**src/ctimer_pkg.sv**
```systemverilog
package ctimer_pkg;
   // counter geometry
   localparam int          CNT_W      = 16;
   localparam logic [15:0] CNT_ZERO   = 16'h0000;
   localparam logic [15:0] CNT_MAX    = 16'hFFFF;
   localparam logic [15:0] CNT_ONE    = 16'h0001;
   localparam logic [15:0] CNT_RESET  = 16'h0000;
   // sync/trigger source vector, entry 0 means no source
   localparam int          SRC_W      = 32;
   localparam logic [4:0]  SYNC_NONE  = 5'h00;
   // timer clock tick sources
   localparam int          TICK_W     = 8;
   // capture mode field encodings
   localparam logic [2:0]  MODE_OFF     = 3'h0;
   localparam logic [2:0]  MODE_BOTH    = 3'h1;
   localparam logic [2:0]  MODE_FALL    = 3'h2;
   localparam logic [2:0]  MODE_RISE    = 3'h3;
   localparam logic [2:0]  MODE_RISE4   = 3'h4;
   localparam logic [2:0]  MODE_RISE16  = 3'h5;
   localparam logic [2:0]  MODE_DISABLE = 3'h6;
   localparam logic [2:0]  MODE_WAKE    = 3'h7;
   // prescaler terminal counts
   localparam logic [3:0]  PRESC_ZERO = 4'h0;
   localparam logic [3:0]  PRESC_ONE  = 4'h1;
   localparam logic [3:0]  PRESC_4    = 4'h3;
   localparam logic [3:0]  PRESC_16   = 4'hF;
   // captures per interrupt counter
   localparam logic [1:0]  IRQ_ZERO   = 2'h0;
   localparam logic [1:0]  IRQ_ONE    = 2'h1;
   // reset values of status
   localparam logic        TRIG_RESET = 1'b0;
   localparam logic        CASC_RESET = 1'b0;
   // timer operating mode, one-hot
   typedef enum logic [2:0] {
      TM_FREE = 3'b001,
      TM_SYNC = 3'b010,
      TM_TRIG = 3'b100
   } timer_mode_type;
endpackage : ctimer_pkg

```
**src/ctimer_link_if.sv**
```systemverilog
`timescale 1ns/1ps
interface ctimer_link_if;
   import ctimer_pkg::*;
   logic [SRC_W-1:0] sync_src;    // sync/trigger lines from neighbours
   logic             cascade_in;  // carry from the odd partner
   logic             cascade_out; // carry to the even partner
   modport dev (
      input  sync_src,
      input  cascade_in,
      output cascade_out
   );
   modport nbr (
      output sync_src,
      output cascade_in,
      input  cascade_out
   );
endinterface : ctimer_link_if

```
**src/ctimer_pin_edge.sv**
```systemverilog
`timescale 1ns/1ps
module ctimer_pin_edge (
   input  wire logic i_clk,
   input  wire logic i_rst_n,
   input  wire logic i_pin,
   output logic      o_rise,
   output logic      o_fall
);
   logic meta_r;
   logic sync_r;
   logic last_r;

   // two-stage synchroniser, first stage read only by second
   always_ff @(posedge i_clk or negedge i_rst_n) begin
      if (!i_rst_n) begin
         meta_r <= 1'b0;
         sync_r <= 1'b0;
      end else begin
         meta_r <= i_pin;
         sync_r <= meta_r;
      end
   end

   // delayed copy for edge detection
   always_ff @(posedge i_clk or negedge i_rst_n) begin
      if (!i_rst_n) begin
         last_r <= 1'b0;
      end else begin
         last_r <= sync_r;
      end
   end

   assign o_rise = sync_r & ~last_r;
   assign o_fall = ~sync_r & last_r;
endmodule : ctimer_pin_edge

```
**src/ctimer_channel.sv**
```systemverilog
`timescale 1ns/1ps
// What this block does
// - wake mode plus irq enable wakes on capture
// - wake mode bypasses prescaler, ignores per-irq count
// - doze behaves exactly like normal run
// - module disable ignores writes, reads zero
// - 16-bit up-counter wrapping after FFFFh
// - no trigger, source set: synchronous, status ignored
// - sync mode counts on selected timer clock
// - sync input high clears and holds counter
// - neighbours share clock, sync source enabled last
// - trigger edge or software sets status; software clears
// - status zero holds counter, one lets it count
// - clearing status resets counter and rearms
// - waiting counter still captures value zero
// - trigger taken on rising edge only
// - trigger driver synchronous, pulses one cycle minimum
// - software configures fully before enabling mode
// - cascade pair forms 32 bits, odd low
// - cascade counter counts only while carry high
// - odd at FFFFh raises carry for even
// - cascade, trigger, source zero pick eight configs
module ctimer_channel
   import ctimer_pkg::*;
(
   input  wire logic                  i_clk,
   input  wire logic                  i_rst_n,
   input  wire logic                  i_capture_pin,
   input  wire logic [2:0]            i_capture_mode_field,
   input  wire logic                  i_channel_irq_enable,
   input  wire logic [1:0]            i_captures_per_irq_field,
   input  wire logic                  i_module_disable_bit,
   input  wire logic                  i_trigger_mode_bit,
   input  wire logic [4:0]            i_sync_source_field,
   input  wire logic                  i_cascade_enable_bit,
   input  wire logic [2:0]            i_timer_clock_select,
   input  wire logic [TICK_W-1:0]     i_tick_src,
   input  wire logic                  i_trig_sw_set,
   input  wire logic                  i_trig_sw_clear,
   ctimer_link_if.dev                 link,
   output logic      [CNT_W-1:0]      o_timer_value,
   output logic                       o_trigger_status_bit,
   output logic      [CNT_W-1:0]      o_capture_value,
   output logic                       o_capture_strobe,
   output logic                       o_capture_irq,
   output logic                       o_wake
);
   logic             live;
   logic             tick;
   logic             sel_in;
   logic             sel_last_r;
   logic             trig_rise;
   logic             mode_on;
   logic             src_set;
   timer_mode_type   tmode;
   logic             trig_r;
   logic             trig_nxt;
   logic [CNT_W-1:0] cnt_r;
   logic [CNT_W-1:0] cnt_nxt;
   logic             inc_ok;
   logic             casc_r;
   logic             pin_rise;
   logic             pin_fall;
   logic [3:0]       presc_r;
   logic             cap_evt;
   logic [1:0]       irq_cnt_r;
   logic             irq_each;

   // a disabled module holds counter, status, carry and prescaler; pin sync, strobe, irq and wake registers keep clocking
   assign live    = ~i_module_disable_bit;
   assign mode_on = (i_capture_mode_field != MODE_OFF);
   assign src_set = (i_sync_source_field != SYNC_NONE);
   // doze only slows the cpu; nothing here looks at it
   assign tick    = i_tick_src[i_timer_clock_select];
   assign sel_in  = link.sync_src[i_sync_source_field];

   // selected source is already synchronous, so only a delay for the edge
   always_ff @(posedge i_clk or negedge i_rst_n) begin
      if (!i_rst_n) begin
         sel_last_r <= 1'b0;
      end else if (live) begin
         sel_last_r <= sel_in;
      end
   end
   assign trig_rise = sel_in & ~sel_last_r;

   // configuration decode, cascade is an orthogonal gate below
   always_comb begin
      if (i_trigger_mode_bit) begin
         tmode = TM_TRIG;
      end else if (src_set) begin
         tmode = TM_SYNC;
      end else begin
         tmode = TM_FREE;
      end
   end

   // trigger status: set beats clear so a simultaneous trigger is kept
   always_comb begin
      trig_nxt = trig_r;
      if (live) begin
         if ((tmode == TM_TRIG && src_set && trig_rise) || i_trig_sw_set) begin
            trig_nxt = 1'b1;
         end else if (i_trig_sw_clear) begin
            trig_nxt = 1'b0;
         end
      end
   end

   always_ff @(posedge i_clk or negedge i_rst_n) begin
      if (!i_rst_n) begin
         trig_r <= TRIG_RESET;
      end else begin
         trig_r <= trig_nxt;
      end
   end

   // counter increments only with carry present when cascaded
   assign inc_ok = tick & (~i_cascade_enable_bit | link.cascade_in);

   always_comb begin
      cnt_nxt = cnt_r;
      if (live) begin
         if (!mode_on) begin
            cnt_nxt = CNT_ZERO;
         end else begin
            unique case (tmode)
               TM_FREE: begin
                  if (inc_ok) begin
                     cnt_nxt = cnt_r + CNT_ONE;
                  end
               end
               TM_SYNC: begin
                  if (tick && sel_in) begin
                     cnt_nxt = CNT_ZERO;
                  end else if (inc_ok) begin
                     cnt_nxt = cnt_r + CNT_ONE;
                  end
               end
               TM_TRIG: begin
                  if (!trig_nxt) begin
                     cnt_nxt = CNT_ZERO;
                  end else if (inc_ok) begin
                     cnt_nxt = cnt_r + CNT_ONE;
                  end
               end
            endcase
         end
      end
   end

   always_ff @(posedge i_clk or negedge i_rst_n) begin
      if (!i_rst_n) begin
         cnt_r <= CNT_RESET;
      end else begin
         cnt_r <= cnt_nxt;
      end
   end

   // carry stands while the low half sits at its top value
   always_ff @(posedge i_clk or negedge i_rst_n) begin
      if (!i_rst_n) begin
         casc_r <= CASC_RESET;
      end else if (live) begin
         casc_r <= i_cascade_enable_bit && (cnt_nxt == CNT_MAX);
      end
   end
   assign link.cascade_out = casc_r;

   // reads of a disabled module return zero
   assign o_timer_value        = cnt_r & {CNT_W{live}};
   assign o_trigger_status_bit = trig_r & live;

   ctimer_pin_edge u_pin_edge (
      .i_clk   (i_clk),
      .i_rst_n (i_rst_n),
      .i_pin   (i_capture_pin),
      .o_rise  (pin_rise),
      .o_fall  (pin_fall)
   );

   // prescaler runs only in the divided modes, idle otherwise
   always_ff @(posedge i_clk or negedge i_rst_n) begin
      if (!i_rst_n) begin
         presc_r <= PRESC_ZERO;
      end else if (live) begin
         if (i_capture_mode_field != MODE_RISE4 && i_capture_mode_field != MODE_RISE16) begin
            presc_r <= PRESC_ZERO;
         end else if (pin_rise) begin
            presc_r <= presc_r + PRESC_ONE;
         end
      end
   end

   // capture event selection per mode
   always_comb begin
      cap_evt = 1'b0;
      if (live) begin
         unique case (i_capture_mode_field)
            MODE_BOTH:    cap_evt = pin_rise | pin_fall;
            MODE_FALL:    cap_evt = pin_fall;
            MODE_RISE:    cap_evt = pin_rise;
            MODE_RISE4:   cap_evt = pin_rise && (presc_r[1:0] == PRESC_4[1:0]);
            MODE_RISE16:  cap_evt = pin_rise && (presc_r == PRESC_16);
            MODE_WAKE:    cap_evt = pin_rise;
            MODE_OFF,
            MODE_DISABLE: cap_evt = 1'b0;
         endcase
      end
   end

   // a waiting triggered timer reads zero, so zero is captured
   always_ff @(posedge i_clk or negedge i_rst_n) begin
      if (!i_rst_n) begin
         o_capture_value  <= CNT_ZERO;
         o_capture_strobe <= 1'b0;
      end else begin
         o_capture_strobe <= cap_evt;
         if (cap_evt) begin
            o_capture_value <= cnt_r;
         end
      end
   end

   // wake and both-edge modes interrupt on every capture
   assign irq_each = (i_capture_mode_field == MODE_WAKE)
                   || (i_capture_mode_field == MODE_BOTH)
                   || (i_captures_per_irq_field == IRQ_ZERO);

   always_ff @(posedge i_clk or negedge i_rst_n) begin
      if (!i_rst_n) begin
         irq_cnt_r     <= IRQ_ZERO;
         o_capture_irq <= 1'b0;
      end else begin
         o_capture_irq <= 1'b0;
         if (!mode_on) begin
            irq_cnt_r <= IRQ_ZERO;
         end else if (cap_evt) begin
            if (irq_each || irq_cnt_r == i_captures_per_irq_field) begin
               irq_cnt_r     <= IRQ_ZERO;
               o_capture_irq <= 1'b1;
            end else begin
               irq_cnt_r <= irq_cnt_r + IRQ_ONE;
            end
         end
      end
   end

   // wake request does not depend on the timer running
   always_ff @(posedge i_clk or negedge i_rst_n) begin
      if (!i_rst_n) begin
         o_wake <= 1'b0;
      end else begin
         o_wake <= live && (i_capture_mode_field == MODE_WAKE)
                   && i_channel_irq_enable && pin_rise;
      end
   end
endmodule : ctimer_channel

```
**src/flat_wrapper.sv**
```systemverilog
// flat-port wrapper written by rule: the top's interface ports become plain ports
module ctimer_channel_flat import ctimer_pkg::*;
  (i_clk, i_rst_n, i_capture_pin, i_capture_mode_field, i_channel_irq_enable, i_captures_per_irq_field, i_module_disable_bit, i_trigger_mode_bit, i_sync_source_field, i_cascade_enable_bit, i_timer_clock_select, i_tick_src, i_trig_sw_set, i_trig_sw_clear, o_timer_value, o_trigger_status_bit, o_capture_value, o_capture_strobe, o_capture_irq, o_wake, link_sync_src, link_cascade_in, link_cascade_out);
  ctimer_link_if link_i ();
  input  wire logic i_clk;
  input  wire logic i_rst_n;
  input  wire logic i_capture_pin;
  input  wire logic [2:0] i_capture_mode_field;
  input  wire logic i_channel_irq_enable;
  input  wire logic [1:0] i_captures_per_irq_field;
  input  wire logic i_module_disable_bit;
  input  wire logic i_trigger_mode_bit;
  input  wire logic [4:0] i_sync_source_field;
  input  wire logic i_cascade_enable_bit;
  input  wire logic [2:0] i_timer_clock_select;
  input  wire logic [TICK_W-1:0] i_tick_src;
  input  wire logic i_trig_sw_set;
  input  wire logic i_trig_sw_clear;
  output logic      [CNT_W-1:0] o_timer_value;
  output logic o_trigger_status_bit;
  output logic      [CNT_W-1:0] o_capture_value;
  output logic o_capture_strobe;
  output logic o_capture_irq;
  output logic o_wake;
  input wire logic [$bits(link_i.sync_src)-1:0] link_sync_src;
  input wire logic [$bits(link_i.cascade_in)-1:0] link_cascade_in;
  output wire logic [$bits(link_i.cascade_out)-1:0] link_cascade_out;
  assign link_i.sync_src = link_sync_src;
  assign link_i.cascade_in = link_cascade_in;
  assign link_cascade_out = link_i.cascade_out;
  ctimer_channel u_core (.i_clk(i_clk), .i_rst_n(i_rst_n), .i_capture_pin(i_capture_pin), .i_capture_mode_field(i_capture_mode_field), .i_channel_irq_enable(i_channel_irq_enable), .i_captures_per_irq_field(i_captures_per_irq_field), .i_module_disable_bit(i_module_disable_bit), .i_trigger_mode_bit(i_trigger_mode_bit), .i_sync_source_field(i_sync_source_field), .i_cascade_enable_bit(i_cascade_enable_bit), .i_timer_clock_select(i_timer_clock_select), .i_tick_src(i_tick_src), .i_trig_sw_set(i_trig_sw_set), .i_trig_sw_clear(i_trig_sw_clear), .link(link_i), .o_timer_value(o_timer_value), .o_trigger_status_bit(o_trigger_status_bit), .o_capture_value(o_capture_value), .o_capture_strobe(o_capture_strobe), .o_capture_irq(o_capture_irq), .o_wake(o_wake));
endmodule
```
**config.mk**
```make
export PLATFORM = sky130hd
export DESIGN_NAME = ctimer_channel_flat
export DESIGN_NICKNAME = d
export VERILOG_FILES = /design/src/ctimer_pkg.sv /design/src/ctimer_link_if.sv /design/src/ctimer_pin_edge.sv /design/src/ctimer_channel.sv /design/src/flat_wrapper.sv
export SDC_FILE = /design/constraint.sdc
export NUM_CORES = 1
export LEC_CHECK = 0
export BUFFER_PORTS_ARGS = -buffer_cell sky130_fd_sc_hd__buf_2
export CAP_MARGIN = 20
export CORE_ASPECT_RATIO = 0.9
export CORE_MARGIN = 4
export CORE_UTILIZATION = 52
export CTS_BUF_LIST = sky130_fd_sc_hd__clkbuf_2
export CTS_CLUSTER_SIZE = 10
export DETAILED_ROUTE_END_ITERATION = 12
export PLACE_DENSITY_LB_ADDON = 0.08
export SYNTH_ARGS = -nofsm -noshare
export SYNTH_HDL_FRONTEND = slang
export SYNTH_SLANG_ARGS = --single-unit
```
**constraint.sdc**
```tcl
create_clock -name i_clk -period 2.7 [get_ports i_clk]
set_clock_uncertainty 0.1 [all_clocks]
set_input_delay 0.27 -clock i_clk [delete_from_list [all_inputs] [get_ports i_clk]]
set_output_delay 0.27 -clock i_clk [all_outputs]
set_load 0.005 [all_outputs]
```
==> impl_metrics.tcl, run 1 <==
set metrics [dict create \
    htree_levels 2 \
    cts_buffers 5 \
    r2r_slack_ps 210 \
    r2r-start "u_core.cnt_r[4]" \
    min_path_cells 3 \
    period_minus_slack_ps 2490 \
    grt_pass1_wl_um 11900 \
    io_buffers 99 \
    critPathMaxFanout 7 \
    via_per_inst 5.59 \
    fin_crit_sh_pct 92.3 \
    p_comb_share_pct 32.3 \
    ys_seq_area_share_pct 40.1 \
    syn_area_sq_mm 0.00294 \
    ir_drop_mv 0.325 \
    ys_types 58 \
    num_vias 2590 \
    hold_violations 0 \
    avgSynthCellArea_sq_um 10.3 \
    start_util_pct 54.9 \
    dieArea_sq_mm 0.00691 \
    final_nets 462 \
    path_clk_slew_ps 250 \
    setup_viol 0 \
    min_path_type "input pin to flip-flop" \
    cts_tree "done" \
    p_sw_share_pct 32.9 \
    grt_max_degree 25 \
    path_class "flip-flop to flip-flop" \
    m1WireLength_um 3150 \
    slew_headroom_pct 65.7 \
    pin_count 100 \
    ys.flop_type "dfrtp_1" \
    die_width_um 87.2 \
    final.fill_count 431 \
    clock_latency_ps 440 \
    chipHeight_um 79.3 \
    antenna_found_initial 0 \
    drt.antenna.violating_nets 0 \
    status "finished clean" \
    rsz0062_at_grt "no" \
    area_growth_pct 25.1 \
    reg2reg_depth 7 \
    finalWeightedCongestion 0.865 \
    rr_endpoint "u_core.link.cascade_out" \
    clkSinkCount 47 \
    met2_length_um 3450 \
    slew_viol_final 0 \
    p_switching_w 0.000546 \
    power_w 0.00166 \
    hpwl_um 5480 \
    power_frac_seq_pct 49.7 \
    synthCells 284 \
    worst_ep_required_time_ps 2990 \
    drive_gt1_share_pct 43.4 \
    fin_area_sq_mm 0.00367 \
    p_leak_nw 1.77 \
    min-delay-start "i_capture_mode_field[0]" \
    synth_edf_count 0 \
    wl_met3_um 498 \
    routedWlPerCell_um 15.5 \
    first_pass_iters 4 \
    min_to "u_core.o_capture_irq" \
    power_density_mw_per_mm2 452 \
    drcViolationCount 0 \
    rows 25 \
    yosysWarnings 0 \
    critPathCaptureType "flip-flop" \
    tightest_slew_ps 510 \
    internal-power_w 0.00111 \
    track_usage_pct 22.1 \
    ys_ff_latch 47 \
    clkPwrFrac_pct 18.0 \
    max_clock_freq_mhz 401 \
    fin_util_pct 68.6 \
    clockRootBuffer "clkbuf_2" \
    dr.max_layer_used "met4" \
    core-area_sq_mm 0.00535 \
    wirelength_um 7180 \
    maxCapViolations 0 \
    arrival_ps 2780 \
    grt_pass1_vias 2598 \
    grt-ovfl-total 0 \
    place_area_sq_mm 0.00356 \
    ys_async_sr_fraction_pct 100 \
    start_kind "flip-flop" \
    diodes 0 \
    cts.path.max_buffers 2 \
    syn_nets 351 \
    drtIter0Drc 193 \
]
[cell usage in the layout (no fill, tap or decap), drive strengths merged, types with 2 or more instances in the layout]
master	n
dfrtp	47
a22oi	2
nor2	23
a21oi	6
dlygate4sd3	6
mux4	10
mux2i	2
inv	12
ha	4
nor3	6
and3	3
or4	3
nor3b	2
and4	2
clkbuf	6
a32o	2
buf	113
nand2b	7
o21ai	13
a21boi	2
nor4	5
or2	4
o22ai	2
nor2b	15
nand3	9
clkinv	2
o21a	2
nand2	28
xor2	2
xnor2	6
mux2	19
nand4	7
o311ai	6
[kinds of logic (layout without fill, tap and decap cells)]
group,after synthesis,in the layout,synth area share (%)
adder cells (fa/ha/maj),4,4,1.71
buffers and inverters,27,139,4.09
multiplexers,31,31,15.8
flip-flops,47,47,40.1
AND/OR/NAND/NOR,120,120,22.5
AO/OA/AOI/OAI,47,47,13.4
XOR/XNOR,8,8,2.39
[worst max-delay path, cell delays in order (launching register included)]
cell,delay (ps)
dfrtp_1,500
and3_1,280
nand4_1,150
or3_1,450
nand2b_1,230
o2bb2ai_1,160
nor4_2,370
a32o_1,220
[layer usage]
layer | global-route usage, % | vias to the layer above
li1 | - | 1259
met1 | 28.2 | 1239
met2 | 38.1 | 85
met3 | 4.77 | 7
met4 | 5.52 | 0
met5 | 0 | -
[synth_stat cells, types with 3 or more instances]
library cell | count | share of area, %
a21oi_1 | 6 | 1.0
and3_1 | 3 | 0.64
clkbuf_1 | 10 | 1.3
dfrtp_1 | 47 | 40
ha_1 | 4 | 1.7
inv_1 | 12 | 1.5
mux2_2 | 18 | 6.9
mux4_2 | 10 | 7.7
nand2_1 | 27 | 3.5
nand2b_1 | 7 | 1.5
nand3_1 | 9 | 1.5
nand4_1 | 7 | 1.5
nor2_1 | 21 | 2.7
nor2b_1 | 15 | 3.2
nor3_1 | 5 | 0.85
nor4_1 | 5 | 1.1
o21ai_0 | 13 | 2.2
o311ai_2 | 6 | 3.3
or2_2 | 4 | 0.85
xnor2_1 | 6 | 1.8
[worst max path at each step]
stage                                start                      end  cells after the start
floorplan           i_sync_source_field[0]  u_core.link.cascade_out                      8
global route               u_core.cnt_r[4]  u_core.link.cascade_out                      7
detailed placement  i_sync_source_field[0]          u_core.cnt_r[2]                      8
global placement    i_sync_source_field[0]          u_core.cnt_r[6]                      9
finish                     u_core.cnt_r[4]  u_core.link.cascade_out                      7
CTS                        u_core.cnt_r[4]  u_core.link.cascade_out                      7
[power by group through the flow]
stage          Combinational [W]  Clock [W]  Sequential (W)
2_1_floorplan           0.000325          0        0.000831
3_3_place_gp            0.000515          0        0.000836
3_5_place_dp            0.000529          0        0.000839
4_1_cts                 0.000540   0.000305        0.000826
5_1_grt                 0.000596   0.000339        0.000837
6_report                0.000536   0.000299        0.000825
[per-stage QoR]
| step | worst slack [ps] | hold slack, ps | setup TNS [ps] | std cells |
|---|---|---|---|---|
| global route | 46.5 | 56.3 | 0 | 463 |
| detailed placement | -80.2 | 170 | -566 | 449 |
| floorplan | 184 | -126 | 0 | 284 |
| finish | 207 | 66.2 | 0 | 463 |
| global placement | 36.1 | 174 | 0 | 449 |
| CTS | 168 | 51.9 | 0 | 463 |
[cell type report]
cell class / instances / area (sq um) / share of cell area [%]
Multi-Input combinational cell: 210 / 1650 / 45.0
Sequential cell: 47 / 1180 / 32.0
Timing Repair Buffer: 119 / 673 / 18.3
Tap cell: 67 / 83.8 / 2.28
Inverter: 12 / 45.0 / 1.23
Clock buffer: 6 / 30.0 / 0.818
Clock inverter: 2 / 12.5 / 0.341
[flip-flops by register name (all words and copies together), names as in the netlist, 2 cells and up]
name,flops
u_core.presc_r,4
u_core.o_capture_value,16
u_core.irq_cnt_r,2
u_core.cnt_r,16
[repair_timing]
item / in CTS / in global routing
hold buffers: 6 / 0
buffers inserted: 0 / 0
setup endpoints to repair: 0 / 1
resized for setup: 0 / 1
hold endpoints to repair: 26 / 0
Note: power is estimated with default switching activity, not from simulation.
==> run 2, diff against run 1 <==
Settings changed: CORE_UTILIZATION 52 to 47, SKIP_LAST_GASP from default to 1.
Clock period 2.7 ns to 2.1 ns, I/O delays scaled along.
==> run 2 against run 1 <==
Net effect: the run now ends with setup timing left; cell count grew 14%; total power is 47% higher; final area up 19%; die area increased by 9.6%; first-iteration DRC count decreased by 11%; highest routed layer unchanged.
==> impl_metrics.tcl, run 2 (synthesized netlist as in run 1, its figures left out) <==
set metrics [dict create \
    tightest_slew_ps 370 \
    mostFrequentLayoutCell "buf_2" \
    cts.path.max_buffers 2 \
    crit_slowest_cell "or4_4" \
    crit_family "simple AND/OR/NAND/NOR gates" \
    clockRootBuffer "clkbuf_2" \
    critPathMaxStageDelay_ps 580 \
    setup_slack_ps -122 \
    max_clock_freq_mhz 450 \
    htree_levels 2 \
    clock_latency_ps 450 \
    hpwl_um 5910 \
    track_usage_pct 21.6 \
    area_growth_pct 49.0 \
    grt_max_degree 41 \
    final_cell_mix "buf_2 (98), buf_4 (67), dfrtp_1 (46), nand2_1 (25), nor2_1 (21)" \
    ir_drop_mv 0.317 \
    rsz0062_at_grt "yes" \
    slew_headroom_pct 75.1 \
    place_inst 491 \
    critPathMaxFanout 3 \
    drtIter0Drc 171 \
    cts_tree "done" \
    drive_gt1_share_pct 54.6 \
    rows 27 \
    wirelength_um 8530 \
    cts_buffers 5 \
    arrival_ps 2490 \
    drt.antenna.violating_nets 0 \
    status "finished with violations" \
    crit_chain "buf_6, nand2_4, or4_4, nor3_4, buf_4, a211o_1, nor4_4, a32o_1" \
    dieArea_sq_mm 0.00758 \
    power_density_mw_per_mm2 558 \
    routedWlPerCell_um 16.1 \
    worst_ep_required_time_ps 2370 \
    io_buffers 99 \
    start_kind "flip-flop" \
    hold_violations 0 \
    critPathCaptureType "flip-flop" \
    die_width_um 91.3 \
    critPathBufInv 2 \
    min_path_type "input pin to flip-flop" \
    num_vias 2899 \
    maxCapViolations 0 \
    chipHeight_um 83.0 \
    finalWeightedCongestion 0.816 \
    r2r_slack_ps -120 \
    core-area_sq_mm 0.00608 \
    setup_viol 3 \
    grt-ovfl-total 0 \
    antenna_found_initial 0 \
    instances_no_fill 530 \
    final_nets 524 \
    grt_pass1_wl_um 13500 \
    path_clk_slew_ps 230 \
    via_per_inst 5.47 \
    start_util_pct 48.3 \
    first_pass_iters 4 \
    slew_viol_final 0 \
    p_leak_nw 2.16 \
    fin_crit_sh_pct 106 \
    power_w 0.00244 \
    period_minus_slack_ps 2220 \
    largest_registers "u_core.cnt_r x16, u_core.o_capture_value x16, u_core.presc_r x4" \
    clkSinkCount 47 \
    violations "setup timing" \
    grt_pass1_vias 2898 \
    diodes 0 \
    pin_count 100 \
    drcViolationCount 0 \
    path_class "flip-flop to flip-flop" \
]
-- run 2: cell count changes in the layout (fill, tap and decap cells not counted), sizes merged --
cell | before | now
buf | 113 | 172
bufinv | 0 | 1
dlygate4sd3 | 6 | 8
-- run 2: per-layer routing --
metal  GRT usage, %  wire [um]  vias to the layer above
li1               -          -                     1380
met1           28.8       3880                     1413
met2           36.4       4040                       93
met3           4.53        512                       13
met4           4.38        102                        0
met5              0          0                        -
-- run 2: repair_timing --
| action | 4_1_cts | 5_1_grt |
|---|---|---|
| endpoints found under the hold margin | 51 | 5 |
| gates resized for setup | 17 | 18 |
| gates cloned | 0 | 1 |
| pin swaps | 12 | 16 |
| setup buffers | 12 | 12 |
| hold buffers | 7 | 1 |
| endpoints found under the setup margin | 15 | 29 |
-- run 2: area by class of cell --
class                      count  area [sq um]
sequential                    47          1180
tap                           72          90.1
clock inverter                 3          38.8
clock buffer                   5          25.0
multi-input combinational    210          1800
fill                         446          1710
timing repair buffer         181          1190
inverter                      12          45.0
-- run 2: worst paths after layout --
check                           cells past startpoint                        start                  endpoint
worst max-delay path                                8              u_core.cnt_r[1]   u_core.link.cascade_out
worst min-delay path                                4  i_captures_per_irq_field[0]      u_core.o_capture_irq
worst max register to register                      8              u_core.cnt_r[1]   u_core.link.cascade_out
worst min register to register                      0     u_core.u_pin_edge.meta_r  u_core.u_pin_edge.sync_r
max in group asynchronous                           4                      i_rst_n           u_core.cnt_r[1]
min in group asynchronous                           3                      i_rst_n             u_core.o_wake
-- run 2: through the flow --
stage	utilization, %	area, sq um	worst slack, ps	TNS [ps]	hold slack (ps)
floorplan	-	2980	-224	-3080	-186
global placement	63.9	3890	-466	-7620	-26.4
detailed placement	63.9	3890	-541	-8900	-27.2
CTS	68.7	4180	-83.1	-132	13.1
global route	71.9	4370	-190	-568	16.4
finish	71.9	4370	-122	-297	21.1
-- run 2: where the power goes --
group          internal [W]  switching [W]
registers           0.00100      0.0000613
clock network      0.000195       0.000310
logic              0.000460       0.000415
-- run 2: worst reg2reg max path: cells and delay by family (launching register included) --
family | cells | cell delay, ps
and+or+nand+nor | 4 | 930
buffers and inverters | 2 | 270
AOI/OAI and AO/OA | 2 | 380
DFF | 1 | 470
